$ cat config.mk
export PLATFORM = sky130hd
export DESIGN_NAME = bpio_ports
export DESIGN_NICKNAME = d
export VERILOG_FILES = /design/src/bpio_pkg.sv /design/src/bpio_ports.sv
export SDC_FILE = /design/constraint.sdc
export NUM_CORES = 1
export LEC_CHECK = 0
export BUFFER_PORTS_ARGS = -buffer_cell sky130_fd_sc_hd__buf_2
export CORE_AREA = 3 3 168 170
export CTS_BUF_LIST = sky130_fd_sc_hd__clkbuf_8
export DETAILED_ROUTE_END_ITERATION = 8
export DIE_AREA = 0 0 171 173
export SYNTH_ARGS = -nofsm -noshare
export SYNTH_HDL_FRONTEND = slang
export SYNTH_SLANG_ARGS = --single-unit
$ cat constraint.sdc
create_clock -name ref_clk -period 1.9 [get_ports ref_clk]
set_clock_uncertainty 0.2 [all_clocks]
set_input_delay 0.19 -clock ref_clk [delete_from_list [all_inputs] [get_ports ref_clk]]
set_output_delay 0.19 -clock ref_clk [all_outputs]
set_load 0.005 [all_outputs]
$ cat src/bpio_pkg.sv
// package for the bit-programmable i/o ports block
// assumes an 8-bit special register space addressed by the core
package bpio_pkg;

  // ----------------------------------------------------------------
  // register locations
  // ----------------------------------------------------------------
  localparam logic [7:0] BPIO_PORT0_DATA_ADDR = 8'hE0;
  localparam logic [7:0] BPIO_PORT1_DATA_ADDR = 8'hE1;
  localparam logic [7:0] BPIO_PORT2_DATA_ADDR = 8'hE2;
  localparam logic [7:0] BPIO_PORT3_DATA_ADDR = 8'hE3;
  localparam logic [7:0] BPIO_PORT0_CFG_ADDR = 8'hE6;
  localparam logic [7:0] BPIO_PORT1_UPPER_CFG_ADDR = 8'hE8;
  localparam logic [7:0] BPIO_PORT1_LOWER_CFG_ADDR = 8'hE9;
  localparam logic [7:0] BPIO_PORT1_IRQ_EN_ADDR = 8'hEA;
  localparam logic [7:0] BPIO_PORT1_IRQ_PEND_ADDR = 8'hEB;
  localparam logic [7:0] BPIO_PORT2_UPPER_CFG_ADDR = 8'hFC;
  localparam logic [7:0] BPIO_PORT2_LOWER_CFG_ADDR = 8'hFD;
  localparam logic [7:0] BPIO_PORT3_UPPER_CFG_ADDR = 8'hF6;
  localparam logic [7:0] BPIO_PORT3_LOWER_CFG_ADDR = 8'hF7;

  // ----------------------------------------------------------------
  // reset values
  // ----------------------------------------------------------------
  localparam logic [7:0] BPIO_CFG_RESET = 8'h00;
  localparam logic [7:0] BPIO_DATA_RESET = 8'h00;
  localparam logic [3:0] BPIO_IRQ_RESET = 4'h0;
  localparam logic [7:0] BPIO_READ_IDLE = 8'h00;

  // ----------------------------------------------------------------
  // field layout and pin mode codes
  // ----------------------------------------------------------------
  localparam int BPIO_FIELD_W = 2;
  localparam int BPIO_P1_UPPER_USED_W = 4;
  localparam int BPIO_IRQ_PINS = 4;
  localparam logic [1:0] BPIO_MODE_INPUT = 2'h0;
  localparam logic [1:0] BPIO_MODE_PULLUP = 2'h1;
  localparam logic [1:0] BPIO_MODE_PUSHPULL = 2'h2;
  localparam logic [1:0] BPIO_MODE_ALT = 2'h3;

endpackage : bpio_pkg

$ cat src/bpio_ports.sv
// bit-programmable i/o ports: data, pin config, port 1 edge interrupts
// assumes the core's register strobes are synchronous to ref_clk; pin inputs go through two-flop synchronisers
`timescale 1ns/1ps
`default_nettype none

module bpio_ports
  import bpio_pkg::*;
#(
  parameter int P0_W = 4,
  parameter int P1_W = 6,
  parameter int P2_W = 8,
  parameter int P3_W = 8
) (
  input wire logic ref_clk,
  input wire logic resetn,
  input wire logic [7:0] reg_addr,
  input wire logic reg_wr_en,
  input wire logic [7:0] reg_wr_data,
  input wire logic reg_rd_en,
  output logic [7:0] reg_rd_data,
  input wire logic [P0_W-1:0] port0_pin_in,
  output logic [P0_W-1:0] port0_pin_out,
  output logic [P0_W-1:0] port0_pin_oe,
  output logic [P0_W-1:0] port0_pullup_en,
  output logic [P0_W-1:0] analog_channels_low_en,
  input wire logic [P1_W-1:0] port1_pin_in,
  output logic [P1_W-1:0] port1_pin_out,
  output logic [P1_W-1:0] port1_pin_oe,
  output logic [P1_W-1:0] port1_pullup_en,
  output logic analog_channel_5_en,
  output logic analog_channel_6_en,
  input wire logic timer_a_output,
  input wire logic buzzer_output,
  input wire logic timer1_output_zero,
  output logic timer_a_clock_input,
  output logic timer_a_capture_input,
  output logic timer1_clock_input,
  output logic timer1_capture_input,
  output logic [BPIO_IRQ_PINS-1:0] external_irq_n,
  input wire logic [P2_W-1:0] port2_pin_in,
  input wire logic [P2_W-1:0] port2_alt_out,
  output logic [P2_W-1:0] port2_pin_out,
  output logic [P2_W-1:0] port2_pin_oe,
  output logic [P2_W-1:0] port2_pullup_en,
  input wire logic [P3_W-1:0] port3_pin_in,
  output logic [P3_W-1:0] port3_pin_out,
  output logic [P3_W-1:0] port3_pin_oe,
  output logic [P3_W-1:0] port3_pullup_en
);

  // ----------------------------------------------------------------
  // helpers
  // ----------------------------------------------------------------
  // picks the 2-bit mode field of one pin out of a packed config word
  function automatic logic [1:0] bpio_field(input logic [15:0] cfg, input int idx);
    bpio_field = cfg[idx*BPIO_FIELD_W +: BPIO_FIELD_W];
  endfunction : bpio_field

  // ----------------------------------------------------------------
  // registers
  // ----------------------------------------------------------------
  logic [P0_W-1:0] port0_data_reg;
  logic [P1_W-1:0] port1_data_reg;
  logic [P2_W-1:0] port2_data_reg;
  logic [P3_W-1:0] port3_data_reg;
  logic [7:0] port0_pin_config_reg;
  logic [BPIO_P1_UPPER_USED_W-1:0] port1_upper_pin_config_reg;
  logic [7:0] port1_lower_pin_config_reg;
  logic [BPIO_IRQ_PINS-1:0] port1_irq_enable_reg;
  logic [BPIO_IRQ_PINS-1:0] port1_irq_pending_reg;
  logic [15:0] port2_pin_config_reg;
  logic [15:0] port3_pin_config_reg;
  logic [P0_W-1:0] port0_sync1_reg;
  logic [P0_W-1:0] port0_sync2_reg;
  logic [P1_W-1:0] port1_sync1_reg;
  logic [P1_W-1:0] port1_sync2_reg;
  logic [P1_W-1:0] port1_prev_reg;
  logic [P2_W-1:0] port2_sync1_reg;
  logic [P2_W-1:0] port2_sync2_reg;
  logic [P3_W-1:0] port3_sync1_reg;
  logic [P3_W-1:0] port3_sync2_reg;

  logic [15:0] port0_cfg_word;
  logic [15:0] port1_cfg_word;
  logic [BPIO_IRQ_PINS-1:0] irq_edge;
  logic [BPIO_IRQ_PINS-1:0] pending_next;
  logic [7:0] rd_data_next;

  assign port0_cfg_word = {8'h00, port0_pin_config_reg};
  assign port1_cfg_word = {4'h0, port1_upper_pin_config_reg, port1_lower_pin_config_reg};

  // ----------------------------------------------------------------
  // configuration registers
  // ----------------------------------------------------------------
  always_ff @(posedge ref_clk or negedge resetn) begin
    if (!resetn) begin
      port0_pin_config_reg <= BPIO_CFG_RESET;
      port1_upper_pin_config_reg <= BPIO_CFG_RESET[BPIO_P1_UPPER_USED_W-1:0];
      port1_lower_pin_config_reg <= BPIO_CFG_RESET;
      port2_pin_config_reg <= {BPIO_CFG_RESET, BPIO_CFG_RESET};
      port3_pin_config_reg <= {BPIO_CFG_RESET, BPIO_CFG_RESET};
      port1_irq_enable_reg <= BPIO_IRQ_RESET;
    end else if (reg_wr_en) begin
      case (reg_addr)
        BPIO_PORT0_CFG_ADDR: port0_pin_config_reg <= reg_wr_data;
        // upper bits are unused and not stored
        BPIO_PORT1_UPPER_CFG_ADDR: port1_upper_pin_config_reg <= reg_wr_data[BPIO_P1_UPPER_USED_W-1:0];
        BPIO_PORT1_LOWER_CFG_ADDR: port1_lower_pin_config_reg <= reg_wr_data;
        BPIO_PORT1_IRQ_EN_ADDR: port1_irq_enable_reg <= reg_wr_data[BPIO_IRQ_PINS-1:0];
        BPIO_PORT2_UPPER_CFG_ADDR: port2_pin_config_reg[15:8] <= reg_wr_data;
        BPIO_PORT2_LOWER_CFG_ADDR: port2_pin_config_reg[7:0] <= reg_wr_data;
        BPIO_PORT3_UPPER_CFG_ADDR: port3_pin_config_reg[15:8] <= reg_wr_data;
        BPIO_PORT3_LOWER_CFG_ADDR: port3_pin_config_reg[7:0] <= reg_wr_data;
        default: ;
      endcase
    end
  end

  // ----------------------------------------------------------------
  // data registers
  // ----------------------------------------------------------------
  always_ff @(posedge ref_clk or negedge resetn) begin
    if (!resetn) begin
      port0_data_reg <= BPIO_DATA_RESET[P0_W-1:0];
      port1_data_reg <= BPIO_DATA_RESET[P1_W-1:0];
      port2_data_reg <= BPIO_DATA_RESET[P2_W-1:0];
      port3_data_reg <= BPIO_DATA_RESET[P3_W-1:0];
    end else if (reg_wr_en) begin
      case (reg_addr)
        BPIO_PORT0_DATA_ADDR: port0_data_reg <= reg_wr_data[P0_W-1:0];
        BPIO_PORT1_DATA_ADDR: port1_data_reg <= reg_wr_data[P1_W-1:0];
        BPIO_PORT2_DATA_ADDR: port2_data_reg <= reg_wr_data[P2_W-1:0];
        BPIO_PORT3_DATA_ADDR: port3_data_reg <= reg_wr_data[P3_W-1:0];
        default: ;
      endcase
    end
  end

  // ----------------------------------------------------------------
  // pin input synchronisers
  // ----------------------------------------------------------------
  always_ff @(posedge ref_clk or negedge resetn) begin
    if (!resetn) begin
      port0_sync1_reg <= '0;
      port0_sync2_reg <= '0;
      port1_sync1_reg <= '0;
      port1_sync2_reg <= '0;
      port1_prev_reg <= '0;
      port2_sync1_reg <= '0;
      port2_sync2_reg <= '0;
      port3_sync1_reg <= '0;
      port3_sync2_reg <= '0;
    end else begin
      port0_sync1_reg <= port0_pin_in;
      port0_sync2_reg <= port0_sync1_reg;
      port1_sync1_reg <= port1_pin_in;
      port1_sync2_reg <= port1_sync1_reg;
      port1_prev_reg <= port1_sync2_reg;
      port2_sync1_reg <= port2_pin_in;
      port2_sync2_reg <= port2_sync1_reg;
      port3_sync1_reg <= port3_pin_in;
      port3_sync2_reg <= port3_sync1_reg;
    end
  end

  // ----------------------------------------------------------------
  // port 1 edge interrupts
  // ----------------------------------------------------------------
  always_comb begin
    for (int i = 0; i < BPIO_IRQ_PINS; i++) begin
      // either edge on an enabled pin that is in an interrupt input mode
      irq_edge[i] = port1_irq_enable_reg[i] && (bpio_field(port1_cfg_word, i) <= BPIO_MODE_PULLUP)
                    && (port1_sync2_reg[i] != port1_prev_reg[i]);
      pending_next[i] = port1_irq_pending_reg[i];
      if (reg_wr_en && reg_addr == BPIO_PORT1_IRQ_PEND_ADDR && !reg_wr_data[i]) begin
        pending_next[i] = 1'b0;
      end
      if (irq_edge[i]) begin
        pending_next[i] = 1'b1;
      end
    end
  end

  always_ff @(posedge ref_clk or negedge resetn) begin
    if (!resetn) begin
      port1_irq_pending_reg <= BPIO_IRQ_RESET;
      external_irq_n <= '1;
    end else begin
      port1_irq_pending_reg <= pending_next;
      external_irq_n <= ~pending_next;
    end
  end

  // ----------------------------------------------------------------
  // read path
  // ----------------------------------------------------------------
  always_comb begin
    rd_data_next = BPIO_READ_IDLE;
    case (reg_addr)
      BPIO_PORT0_DATA_ADDR: begin
        for (int i = 0; i < P0_W; i++) begin
          rd_data_next[i] = (bpio_field(port0_cfg_word, i) == BPIO_MODE_PUSHPULL) ?
                            port0_data_reg[i] : port0_sync2_reg[i];
        end
      end
      BPIO_PORT1_DATA_ADDR: begin
        for (int i = 0; i < P1_W; i++) begin
          rd_data_next[i] = (bpio_field(port1_cfg_word, i) == BPIO_MODE_PUSHPULL) ?
                            port1_data_reg[i] : port1_sync2_reg[i];
        end
      end
      BPIO_PORT2_DATA_ADDR: begin
        for (int i = 0; i < P2_W; i++) begin
          rd_data_next[i] = (bpio_field(port2_pin_config_reg, i) == BPIO_MODE_PUSHPULL) ?
                            port2_data_reg[i] : port2_sync2_reg[i];
        end
      end
      BPIO_PORT3_DATA_ADDR: begin
        for (int i = 0; i < P3_W; i++) begin
          rd_data_next[i] = (bpio_field(port3_pin_config_reg, i) == BPIO_MODE_PUSHPULL) ?
                            port3_data_reg[i] : port3_sync2_reg[i];
        end
      end
      BPIO_PORT0_CFG_ADDR: rd_data_next = port0_pin_config_reg;
      BPIO_PORT1_UPPER_CFG_ADDR: rd_data_next[BPIO_P1_UPPER_USED_W-1:0] = port1_upper_pin_config_reg;
      BPIO_PORT1_LOWER_CFG_ADDR: rd_data_next = port1_lower_pin_config_reg;
      BPIO_PORT1_IRQ_EN_ADDR: rd_data_next[BPIO_IRQ_PINS-1:0] = port1_irq_enable_reg;
      BPIO_PORT1_IRQ_PEND_ADDR: rd_data_next[BPIO_IRQ_PINS-1:0] = port1_irq_pending_reg;
      BPIO_PORT2_UPPER_CFG_ADDR: rd_data_next = port2_pin_config_reg[15:8];
      BPIO_PORT2_LOWER_CFG_ADDR: rd_data_next = port2_pin_config_reg[7:0];
      BPIO_PORT3_UPPER_CFG_ADDR: rd_data_next = port3_pin_config_reg[15:8];
      BPIO_PORT3_LOWER_CFG_ADDR: rd_data_next = port3_pin_config_reg[7:0];
      default: rd_data_next = BPIO_READ_IDLE;
    endcase
  end

  always_ff @(posedge ref_clk or negedge resetn) begin
    if (!resetn) begin
      reg_rd_data <= BPIO_READ_IDLE;
    end else if (reg_rd_en) begin
      reg_rd_data <= rd_data_next;
    end
  end

  // ----------------------------------------------------------------
  // pin drivers
  // ----------------------------------------------------------------
  always_ff @(posedge ref_clk or negedge resetn) begin
    if (!resetn) begin
      port0_pin_out <= '0;
      port0_pin_oe <= '0;
      port0_pullup_en <= '0;
      analog_channels_low_en <= '0;
    end else begin
      for (int i = 0; i < P0_W; i++) begin
        port0_pin_out[i] <= port0_data_reg[i];
        port0_pin_oe[i] <= bpio_field(port0_cfg_word, i) == BPIO_MODE_PUSHPULL;
        port0_pullup_en[i] <= bpio_field(port0_cfg_word, i) == BPIO_MODE_PULLUP;
        analog_channels_low_en[i] <= bpio_field(port0_cfg_word, i) == BPIO_MODE_ALT;
      end
    end
  end

  // port 1: pins 0, 1, 3 have peripheral outputs; 2 has none; 4, 5 go analog
  always_ff @(posedge ref_clk or negedge resetn) begin
    if (!resetn) begin
      port1_pin_out <= '0;
      port1_pin_oe <= '0;
      port1_pullup_en <= '0;
      analog_channel_5_en <= 1'b0;
      analog_channel_6_en <= 1'b0;
    end else begin
      for (int i = 0; i < P1_W; i++) begin
        port1_pullup_en[i] <= bpio_field(port1_cfg_word, i) == BPIO_MODE_PULLUP;
        port1_pin_out[i] <= port1_data_reg[i];
        port1_pin_oe[i] <= bpio_field(port1_cfg_word, i) == BPIO_MODE_PUSHPULL;
      end
      if (bpio_field(port1_cfg_word, 0) == BPIO_MODE_ALT) begin
        port1_pin_out[0] <= timer_a_output;
        port1_pin_oe[0] <= 1'b1;
      end
      if (bpio_field(port1_cfg_word, 1) == BPIO_MODE_ALT) begin
        port1_pin_out[1] <= buzzer_output;
        port1_pin_oe[1] <= 1'b1;
      end
      if (bpio_field(port1_cfg_word, 3) == BPIO_MODE_ALT) begin
        port1_pin_out[3] <= timer1_output_zero;
        port1_pin_oe[3] <= 1'b1;
      end
      analog_channel_5_en <= bpio_field(port1_cfg_word, 4) == BPIO_MODE_ALT;
      analog_channel_6_en <= bpio_field(port1_cfg_word, 5) == BPIO_MODE_ALT;
    end
  end

  // peripheral inputs see the pin only while it is in an input mode
  always_ff @(posedge ref_clk or negedge resetn) begin
    if (!resetn) begin
      timer_a_clock_input <= 1'b0;
      timer_a_capture_input <= 1'b0;
      timer1_clock_input <= 1'b0;
      timer1_capture_input <= 1'b0;
    end else begin
      timer_a_clock_input <= (bpio_field(port1_cfg_word, 1) <= BPIO_MODE_PULLUP) && port1_sync2_reg[1];
      timer_a_capture_input <= (bpio_field(port1_cfg_word, 2) <= BPIO_MODE_PULLUP) && port1_sync2_reg[2];
      timer1_clock_input <= (bpio_field(port1_cfg_word, 4) <= BPIO_MODE_PULLUP) && port1_sync2_reg[4];
      timer1_capture_input <= (bpio_field(port1_cfg_word, 5) <= BPIO_MODE_PULLUP) && port1_sync2_reg[5];
    end
  end

  // port 2 code 11 hands the pin to a peripheral output
  always_ff @(posedge ref_clk or negedge resetn) begin
    if (!resetn) begin
      port2_pin_out <= '0;
      port2_pin_oe <= '0;
      port2_pullup_en <= '0;
    end else begin
      for (int i = 0; i < P2_W; i++) begin
        port2_pullup_en[i] <= bpio_field(port2_pin_config_reg, i) == BPIO_MODE_PULLUP;
        port2_pin_oe[i] <= (bpio_field(port2_pin_config_reg, i) >= BPIO_MODE_PUSHPULL);
        port2_pin_out[i] <= (bpio_field(port2_pin_config_reg, i) == BPIO_MODE_ALT) ?
                            port2_alt_out[i] : port2_data_reg[i];
      end
    end
  end

  // port 3 code 11 is open drain: drive low only, release for a one
  always_ff @(posedge ref_clk or negedge resetn) begin
    if (!resetn) begin
      port3_pin_out <= '0;
      port3_pin_oe <= '0;
      port3_pullup_en <= '0;
    end else begin
      for (int i = 0; i < P3_W; i++) begin
        port3_pullup_en[i] <= bpio_field(port3_pin_config_reg, i) == BPIO_MODE_PULLUP;
        case (bpio_field(port3_pin_config_reg, i))
          BPIO_MODE_PUSHPULL: begin
            port3_pin_out[i] <= port3_data_reg[i];
            port3_pin_oe[i] <= 1'b1;
          end
          BPIO_MODE_ALT: begin
            port3_pin_out[i] <= 1'b0;
            port3_pin_oe[i] <= !port3_data_reg[i];
          end
          default: begin
            port3_pin_out[i] <= port3_data_reg[i];
            port3_pin_oe[i] <= 1'b0;
          end
        endcase
      end
    end
  end

endmodule : bpio_ports

`default_nettype wire

After elaboration in Yosys (flattened, before gate mapping) --
Index checks and enable logic that the tools add are counted.
Word-level totals: bits in registers 242, bits in latches 0, memory bits (writable) 0, ROM bits 0, bits of input ports 57, logic and storage cells 260, memories 0
Operators by class: add/subtract/negate cells 0, multipliers 0, div/mod/pow operators 0, $lt $le $gt $ge 14, equality and inequality tests 94, shift-type cells 0, muxes and demuxes 67, bitwise gates (word level) 1, reduce and logical (&&, ||, !) cells 41
Operator list (count):
- $eq 8x8->1 const B | 13
- $eq 2x2->1 const B | 51
- $mux 1 | 56
- $eq 2x1->1 const B | 26
- $pmux 4 s13 | 1
- $reduce_and 2->1 | 12
- $pmux 2 s9 | 1
- $logic_and 1x1->1 | 17
- $ge 2x2->1 const B | 8
- $pmux 1 s2 | 8
- $pmux 2 s8 | 1
- $le 2x1->1 const B | 6
- $logic_not 1->1 | 12
- $ne 1x1->1 | 4
- $not 4->4 | 1

Logic depth before layout (Yosys ltp) --
Gate-level depths: netlist of the first run.
word-level depth 6, gate-level depth with buffers 8, mapped depth without buffers 5

Least setup slack after synthesis of the first run --
Ideal clock, no wire load.
path kind input port to flip-flop, start point input reg_addr[0], end point register port2_pin_config_reg[0], library setup time 0.125 ns, arrival time 1.531 ns, data required time 1.575 ns, setup slack 0.044 ns, cell stages on the path 6, path buffers 2, cells stage by stage buf_2 > buf_2 > and3b_1 > nand2_1 > nor2_2 > mux2_2
On the way: word-level cells in the longest chain between the ends 2
RTL lines:
- start: declaration | line bpio_ports.sv:16 | input wire logic [7:0] reg_addr,
- $eq 8x8->1 | line bpio_ports.sv:104 | case (reg_addr)
- $reduce_and 2->1 (no line)
- end signal: assignment | line bpio_ports.sv:100 | port2_pin_config_reg <= {BPIO_CFG_RESET, BPIO_CFG_RESET};
- end signal: assignment | line bpio_ports.sv:111 | BPIO_PORT2_LOWER_CFG_ADDR: port2_pin_config_reg[7:0] <= reg_wr_data;
- end: declaration | line bpio_ports.sv:71 | logic [15:0] port2_pin_config_reg;
Every way passes these cells. A chain may end at the register's enable or synchronous reset.

Worst setup path in the final report of the first run --
start point register port0_pin_config_reg[2], end point register reg_rd_data[1]
On the way: word-level cells in the longest chain between the ends 3
RTL lines:
- start: declaration | line bpio_ports.sv:66 | logic [7:0] port0_pin_config_reg;
- start signal: assignment | line bpio_ports.sv:105 | BPIO_PORT0_CFG_ADDR: port0_pin_config_reg <= reg_wr_data;
- $eq 2x2->1 | line bpio_ports.sv:202 | rd_data_next[i] = (bpio_field(port0_cfg_word, i) == BPIO_MODE_PUSHPULL) ?
- $mux 1 | line bpio_ports.sv:202
- $pmux 4 s13 | line bpio_ports.sv:199 | case (reg_addr)
- end signal: assignment | line bpio_ports.sv:241 | reg_rd_data <= rd_data_next;
- end: declaration | line bpio_ports.sv:20 | output logic [7:0] reg_rd_data,
Every way passes these cells.

==> results.yml, run 1 <==
outcome:
  status: "complete, no violations"
floorplan:
  die_x_um: 171
  ioPinCount: 157
  dieArea_um2: 29600
  start_util_pct: 34.8
  core-area_um2: 26900
  std_cell_rows: 60
  die_height_um: 173
setup_path:
  path_buf_inv: 1
  cp-end-kind: "flop"
  crit_type: "reg -> reg"
  worstPathRequired_ns: 2.11
  cpMaxStageDelayCell: "o41a_1"
  path_max_fanout: 2
  max_stage_delay_ns: 0.41
  arrival_ns: 2.04
  critPathTopFamily: "multiplexers"
  critPathLaunchType: "flop"
  path_cells: "nor2b_2 > buf_4 > mux2i_4 > mux2_4 > nor4_1 > o41a_1"
timing:
  post-route-min-period_ns: 1.83
  fmax_ghz: 0.546
  setup_viol: 0
  tightest_slew_ns: 0.469
  fin_crit_sh_pct: 96.4
  slew_viol_final: 0
  fin_ws_ns: 0.0680
  hold_violations: 0
  rsz0062_at_grt: "false"
  maxSlewHeadroom_pct: 68.3
grt:
  grt_pass1_vias: 6877
  grt.total_usage_pct: 17.6
  antenna_found_initial: 1
  grt_max_degree: 64
  grt-ovfl-total: 0
  grt_pass1_wl_um: 40100
route:
  dr.max_layer_used: "met5"
  first_iter_violations: 289
  dr.pass1.iters: 4
  via_per_inst: 4.79
  m1WireLength_um: 12100
  num_vias: 6418
  route.met2.wl_um: 12100
  dr_wl_met3_um: 1150
  wl_per_cell_um: 19.4
  drcViolationCount: 0
  drt-total-wl_um: 25900
  ant_nets: 0
final_layout:
  finalNetCount: 1030
  antennaDiodeCount: 0
  drive_gt1_share_pct: 43.9
  area_growth_syn_to_layout_pct: 34.2
  fin_cells: 1339
placed_design:
  io_buffers: 156
  finalWeightedCongestion: 0.869
  place_inst: 1223
  dp_hpwl_um: 18700
  pre_cts_slack_ns: -0.0579
yosys:
  yosysSeqAreaShare_pct: 64.8
  synth_warnings: 0
  synth-async-reset-ratio_pct: 100
  synth_largest_area_cell: "dfrtp_1"
  ys_dominant_reg_cell: "dfrtp_1"
  synthesis.area_per_instance_um2: 14.1
  synth_nets: 718
  synth_edf_count: 0
  synth_top_area_share_pct: 63.7
  synth-seq-cells: 242
  synthDistinctLibCells: 59
  synthTopCellsByArea: "dfrtp_1, mux2_2, nor2b_1"
  syn_inst: 661
  syn-cell-area_um2: 9350
power:
  ir_worst_vdd_mv: 0.536
  powerDensity_nw_per_um2: 872
  p_leak_nw: 6.36
clocking:
  cts_sinks: 242
  cts_tree: "done"
  cts-htree-levels: 2
  path_clk_slew_ns: 0.06
  numCtsBuffers: 40
  clk_latency_ns: 0.53
  clockBufferDepth: 3
  cts-root-buf: "clkbuf_8"
flow_run:
  drv_cap: 0
hold_path:
  hold_class: "in -> reg"
[worst reg2reg max path: cells and delay by family, from the launching register on]
| family | cells | cell delay, ns |
|---|---|---|
| mux | 2 | 0.42 |
| compound gates | 1 | 0.41 |
| flops | 1 | 0.39 |
| simple gates | 2 | 0.16 |
| buf+inv | 1 | 0.14 |
[cell usage in the layout, fill, tap and decap left out, types with 5 or more instances in the layout]
master         synthesis  routed
a21boi_0              17      17
a21oi_1                5       5
a22oi_1                8       7
a32o_1                 6       6
and2_1                 7       7
buf_12                 0       7
buf_2                 12     155
buf_4                  1      92
clkbuf_8               0      47
dfrtp_1              238     238
dlygate4sd3_1          0      47
inv_1                  6      20
mux2_2               107     106
mux2i_1               25      24
nand2_1               25      25
nand2b_1              18      18
nand4_1                7       7
nor2_1                14      14
nor2b_1               48      46
o211ai_1               7       7
o21ai_0               16      15
[cell usage after synthesis, drive strengths merged (7+ instances only)]
cell and instances:
mux2i 25, mux2 108, o21ai 16, nor2 17, buf 14, nand2b 18
dfrtp 238, a21boi 17, nand4 7, nand2 25, nor2b 48, nand3 8
o211ai 7, and2 7, a22oi 8, clkbuf 18
[area by class of cell]
class                           count  area [µm²]
Sequential cell                   242        6060
Timing Repair Buffer              302        2090
Inverter                            6        22.5
Fill cell                        2450       14300
Clock inverter                     20         138
Multi-Input combinational cell    381        3170
Tap cell                          341         427
Clock buffer                       47         647
[path summary, 6_finish.rpt]
path,from,endpoint,slack [ns],depth (start not counted)
worst max-delay path,port0_pin_config_reg[2],reg_rd_data[1],0.07,6
worst min-delay path,reg_addr[0],reg_rd_data[5],0.04,5
worst max register to register,port0_pin_config_reg[2],reg_rd_data[1],0.07,6
worst min register to register,port1_sync1_reg[4],port1_sync2_reg[4],0.14,0
max in group asynchronous,resetn,port3_data_reg[5],0.30,4
min in group asynchronous,resetn,port1_pin_out[5],0.52,3
[power breakdown]
group	switching (mW)	internal [mW]	leakage [nW]
Combinational	0.485	0.475	2.74
Sequential	0.133	5.39	3.18
Clock	1.95	2.50	0.449
[per-stage QoR]
stage / power, mW / setup TNS (ns) / utilization (%) / cell area, µm² / hold WS (ns)
3_5_place_dp: 6.50 / -0.899 / 41.8 / 11200 / -0.0412
3_3_place_gp: 6.49 / -0.303 / 41.8 / 11200 / -0.0395
2_1_floorplan: 5.93 / 0 / - / 9350 / -0.306
6_report: 10.9 / 0 / 46.7 / 12600 / 0.0367
4_1_cts: 11.1 / 0 / 46.5 / 12500 / 0.00192
5_1_grt: 11.5 / 0 / 46.7 / 12600 / 0.0172
[cells by family (layout without fill, tap and decap cells)]
family | after synthesis | after routing | synth area share (%)
AO/OA/AOI/OAI | 90 | 90 | 7.14
XOR/XNOR | 4 | 4 | 0.375
buffers and inverters | 38 | 375 | 1.73
flip-flops | 242 | 242 | 64.8
multiplexers | 134 | 134 | 16.0
AND/OR/NAND/NOR | 153 | 153 | 9.99
[per-layer routing]
layer,track usage (%),vias up
met1,24.7,3222
met3,3.61,51
met4,5.13,2
met2,27.8,174
li1,-,2969
met5,0,-
[timing repair]
| item | CTS | global route |
|---|---|---|
| pin swaps | 0 | 1 |
| setup endpoints to repair | 1 | 4 |
| gates resized for setup | 2 | 8 |
| hold buffers | 46 | 1 |
| hold endpoints to repair | 338 | 3 |
| buffers inserted | 0 | 2 |
Note: power is estimated with default switching activity, not from simulation.
==> inputs of run 2 (changes only) <==
Settings changed: CORE_AREA 3 3 168 170 to 3 3 135 137, DIE_AREA 0 0 171 173 to 0 0 138 140, PLACE_DENSITY set to 0.77.
Clock period 1.9 ns to 2.4 ns, I/O delays scaled along.
==> results.yml, run 2 (synthesis gave the netlist of run 1 again) <==
outcome:
  status: "complete, no violations"
clocking:
  cts_tree: "done"
  clockBufferDepth: 3
  cts_resized: 0
  cts-root-buf: "clkbuf_8"
  cts_sinks: 242
  hold_buffers: 42
  path_clk_slew_ns: 0.07
  postCtsSetupRepairBufs: 0
  cts-htree-levels: 2
  numCtsBuffers: 40
  clk_latency_ns: 0.52
setup_path:
  cp-end-kind: "flop"
  arrival_ns: 2.19
  worstPathRequired_ns: 2.59
  r2r-end: "reg_rd_data[1]"
  path_max_fanout: 6
  crit-reg2reg-launch: "port2_pin_config_reg[3]"
  reg2reg_slack_ns: 0.40
  crit_type: "reg -> reg"
  rr_worst_depth: 5
  critPathLaunchType: "flop"
timing:
  fin_crit_sh_pct: 83.2
  rsz0062_at_grt: "false"
  post-route-min-period_ns: 2.00
  tightest_slew_ns: 0.551
  slew_viol_final: 0
  finalSetupTns_ns: 0
  maxSlewHeadroom_pct: 63.1
  fmax_ghz: 0.501
  hold_violations: 0
  setup_viol: 0
  fin_ws_ns: 0.402
final_layout:
  multi_input_area_um2: 3130
  fin_cells: 1154
  area_growth_syn_to_layout_pct: 26.0
  finalNetCount: 958
  layout.area.seq_um2: 6060
  final_common_cell: "dfrtp_1"
  antennaDiodeCount: 0
  mostFrequentLayoutCells: "dfrtp_1, buf_2, mux2_2"
  fill_cells: 1238
  drive_gt1_share_pct: 39.7
placed_design:
  dp_hpwl_um: 17600
  finalWeightedCongestion: 0.879
  place_inst: 1042
  io_buffers: 156
  pre_cts_slack_ns: 0.00620
floorplan:
  start_util_pct: 54.5
  std_cell_rows: 48
  dieArea_um2: 19300
  die_height_um: 140
  die_x_um: 138
  ioPinCount: 157
  core-area_um2: 17200
grt:
  antenna_found_initial: 0
  grt.total_usage_pct: 26.7
  grt_max_degree: 65
  grt-ovfl-total: 0
  grt_pass1_wl_um: 39800
  grt_pass1_vias: 6841
power:
  powerDensity_nw_per_um2: 733
  p_leak_nw: 5.99
  ir_worst_vdd_mv: 0.657
route:
  wl_per_cell_um: 21.9
  ant_nets: 0
  dr.pass1.iters: 4
  drcViolationCount: 0
  via_per_inst: 5.47
  dr_wl_met3_um: 1260
  m1WireLength_um: 10800
  dr.max_layer_used: "met4"
  drt-total-wl_um: 25300
  route.met2.wl_um: 12800
  num_vias: 6311
  first_iter_violations: 378
flow_run:
  drv_cap: 0
hold_path:
  hold_class: "in -> async"
-- run 2: cell type report --
class | instances | area share (%)
flip-flops and latches | 242 | 51.4
multi-input cells | 381 | 26.6
repair buffers | 230 | 12.5
clock buffers | 51 | 5.96
well taps | 225 | 2.39
clock inverters | 19 | 0.913
inverters | 6 | 0.191
-- run 2: metal layers --
metal	global-route usage, %	vias to the layer above
met5	0	-
met4	6.45	0
met3	5.02	29
met2	45.7	189
met1	35.8	3268
li1	-	2825
-- run 2: power by group --
group	switching [mW]	internal [mW]	leakage (nW)
Sequential	0.129	4.27	3.18
Combinational	0.351	0.306	2.34
Clock	1.56	2.02	0.470
-- run 2: worst max-delay path by stage --
| stage | slack, ns | endpoint | cells after the start | from |
|---|---|---|---|---|
| 2_1_floorplan | 0.49 | port2_pin_config_reg[0] | 6 | reg_addr[0] |
| 5_1_grt | 0.31 | reg_rd_data[1] | 5 | port2_pin_config_reg[3] |
| 4_1_cts | 0.45 | reg_rd_data[1] | 5 | port2_pin_config_reg[3] |
| 6_report | 0.40 | reg_rd_data[1] | 5 | port2_pin_config_reg[3] |
| 3_5_place_dp | 0.006 | port0_pin_config_reg[0] | 5 | reg_addr[0] |
| 3_3_place_gp | 0.11 | port0_pin_config_reg[5] | 5 | reg_addr[0] |
-- run 2: through the flow --
step                utilization (%)  power [mW]  cell area (µm²)  hold WS (ns)
detailed placement             61.4        5.07            10600      -0.00943
global route                   68.6        9.00            11800        0.0374
floorplan                         -        4.70             9350        -0.256
CTS                            68.6        8.69            11800        0.0237
finish                         68.6        8.63            11800        0.0304
global placement               61.4        5.05            10600       -0.0188
-- run 2: worst max-delay path, cell delays in order (launching register included) --
cell and delay [ns]:
dfrtp_1 0.49, nor2b_1 0.19, mux2_2 0.39, a22oi_1 0.18
a21oi_1 0.10, o41a_1 0.33
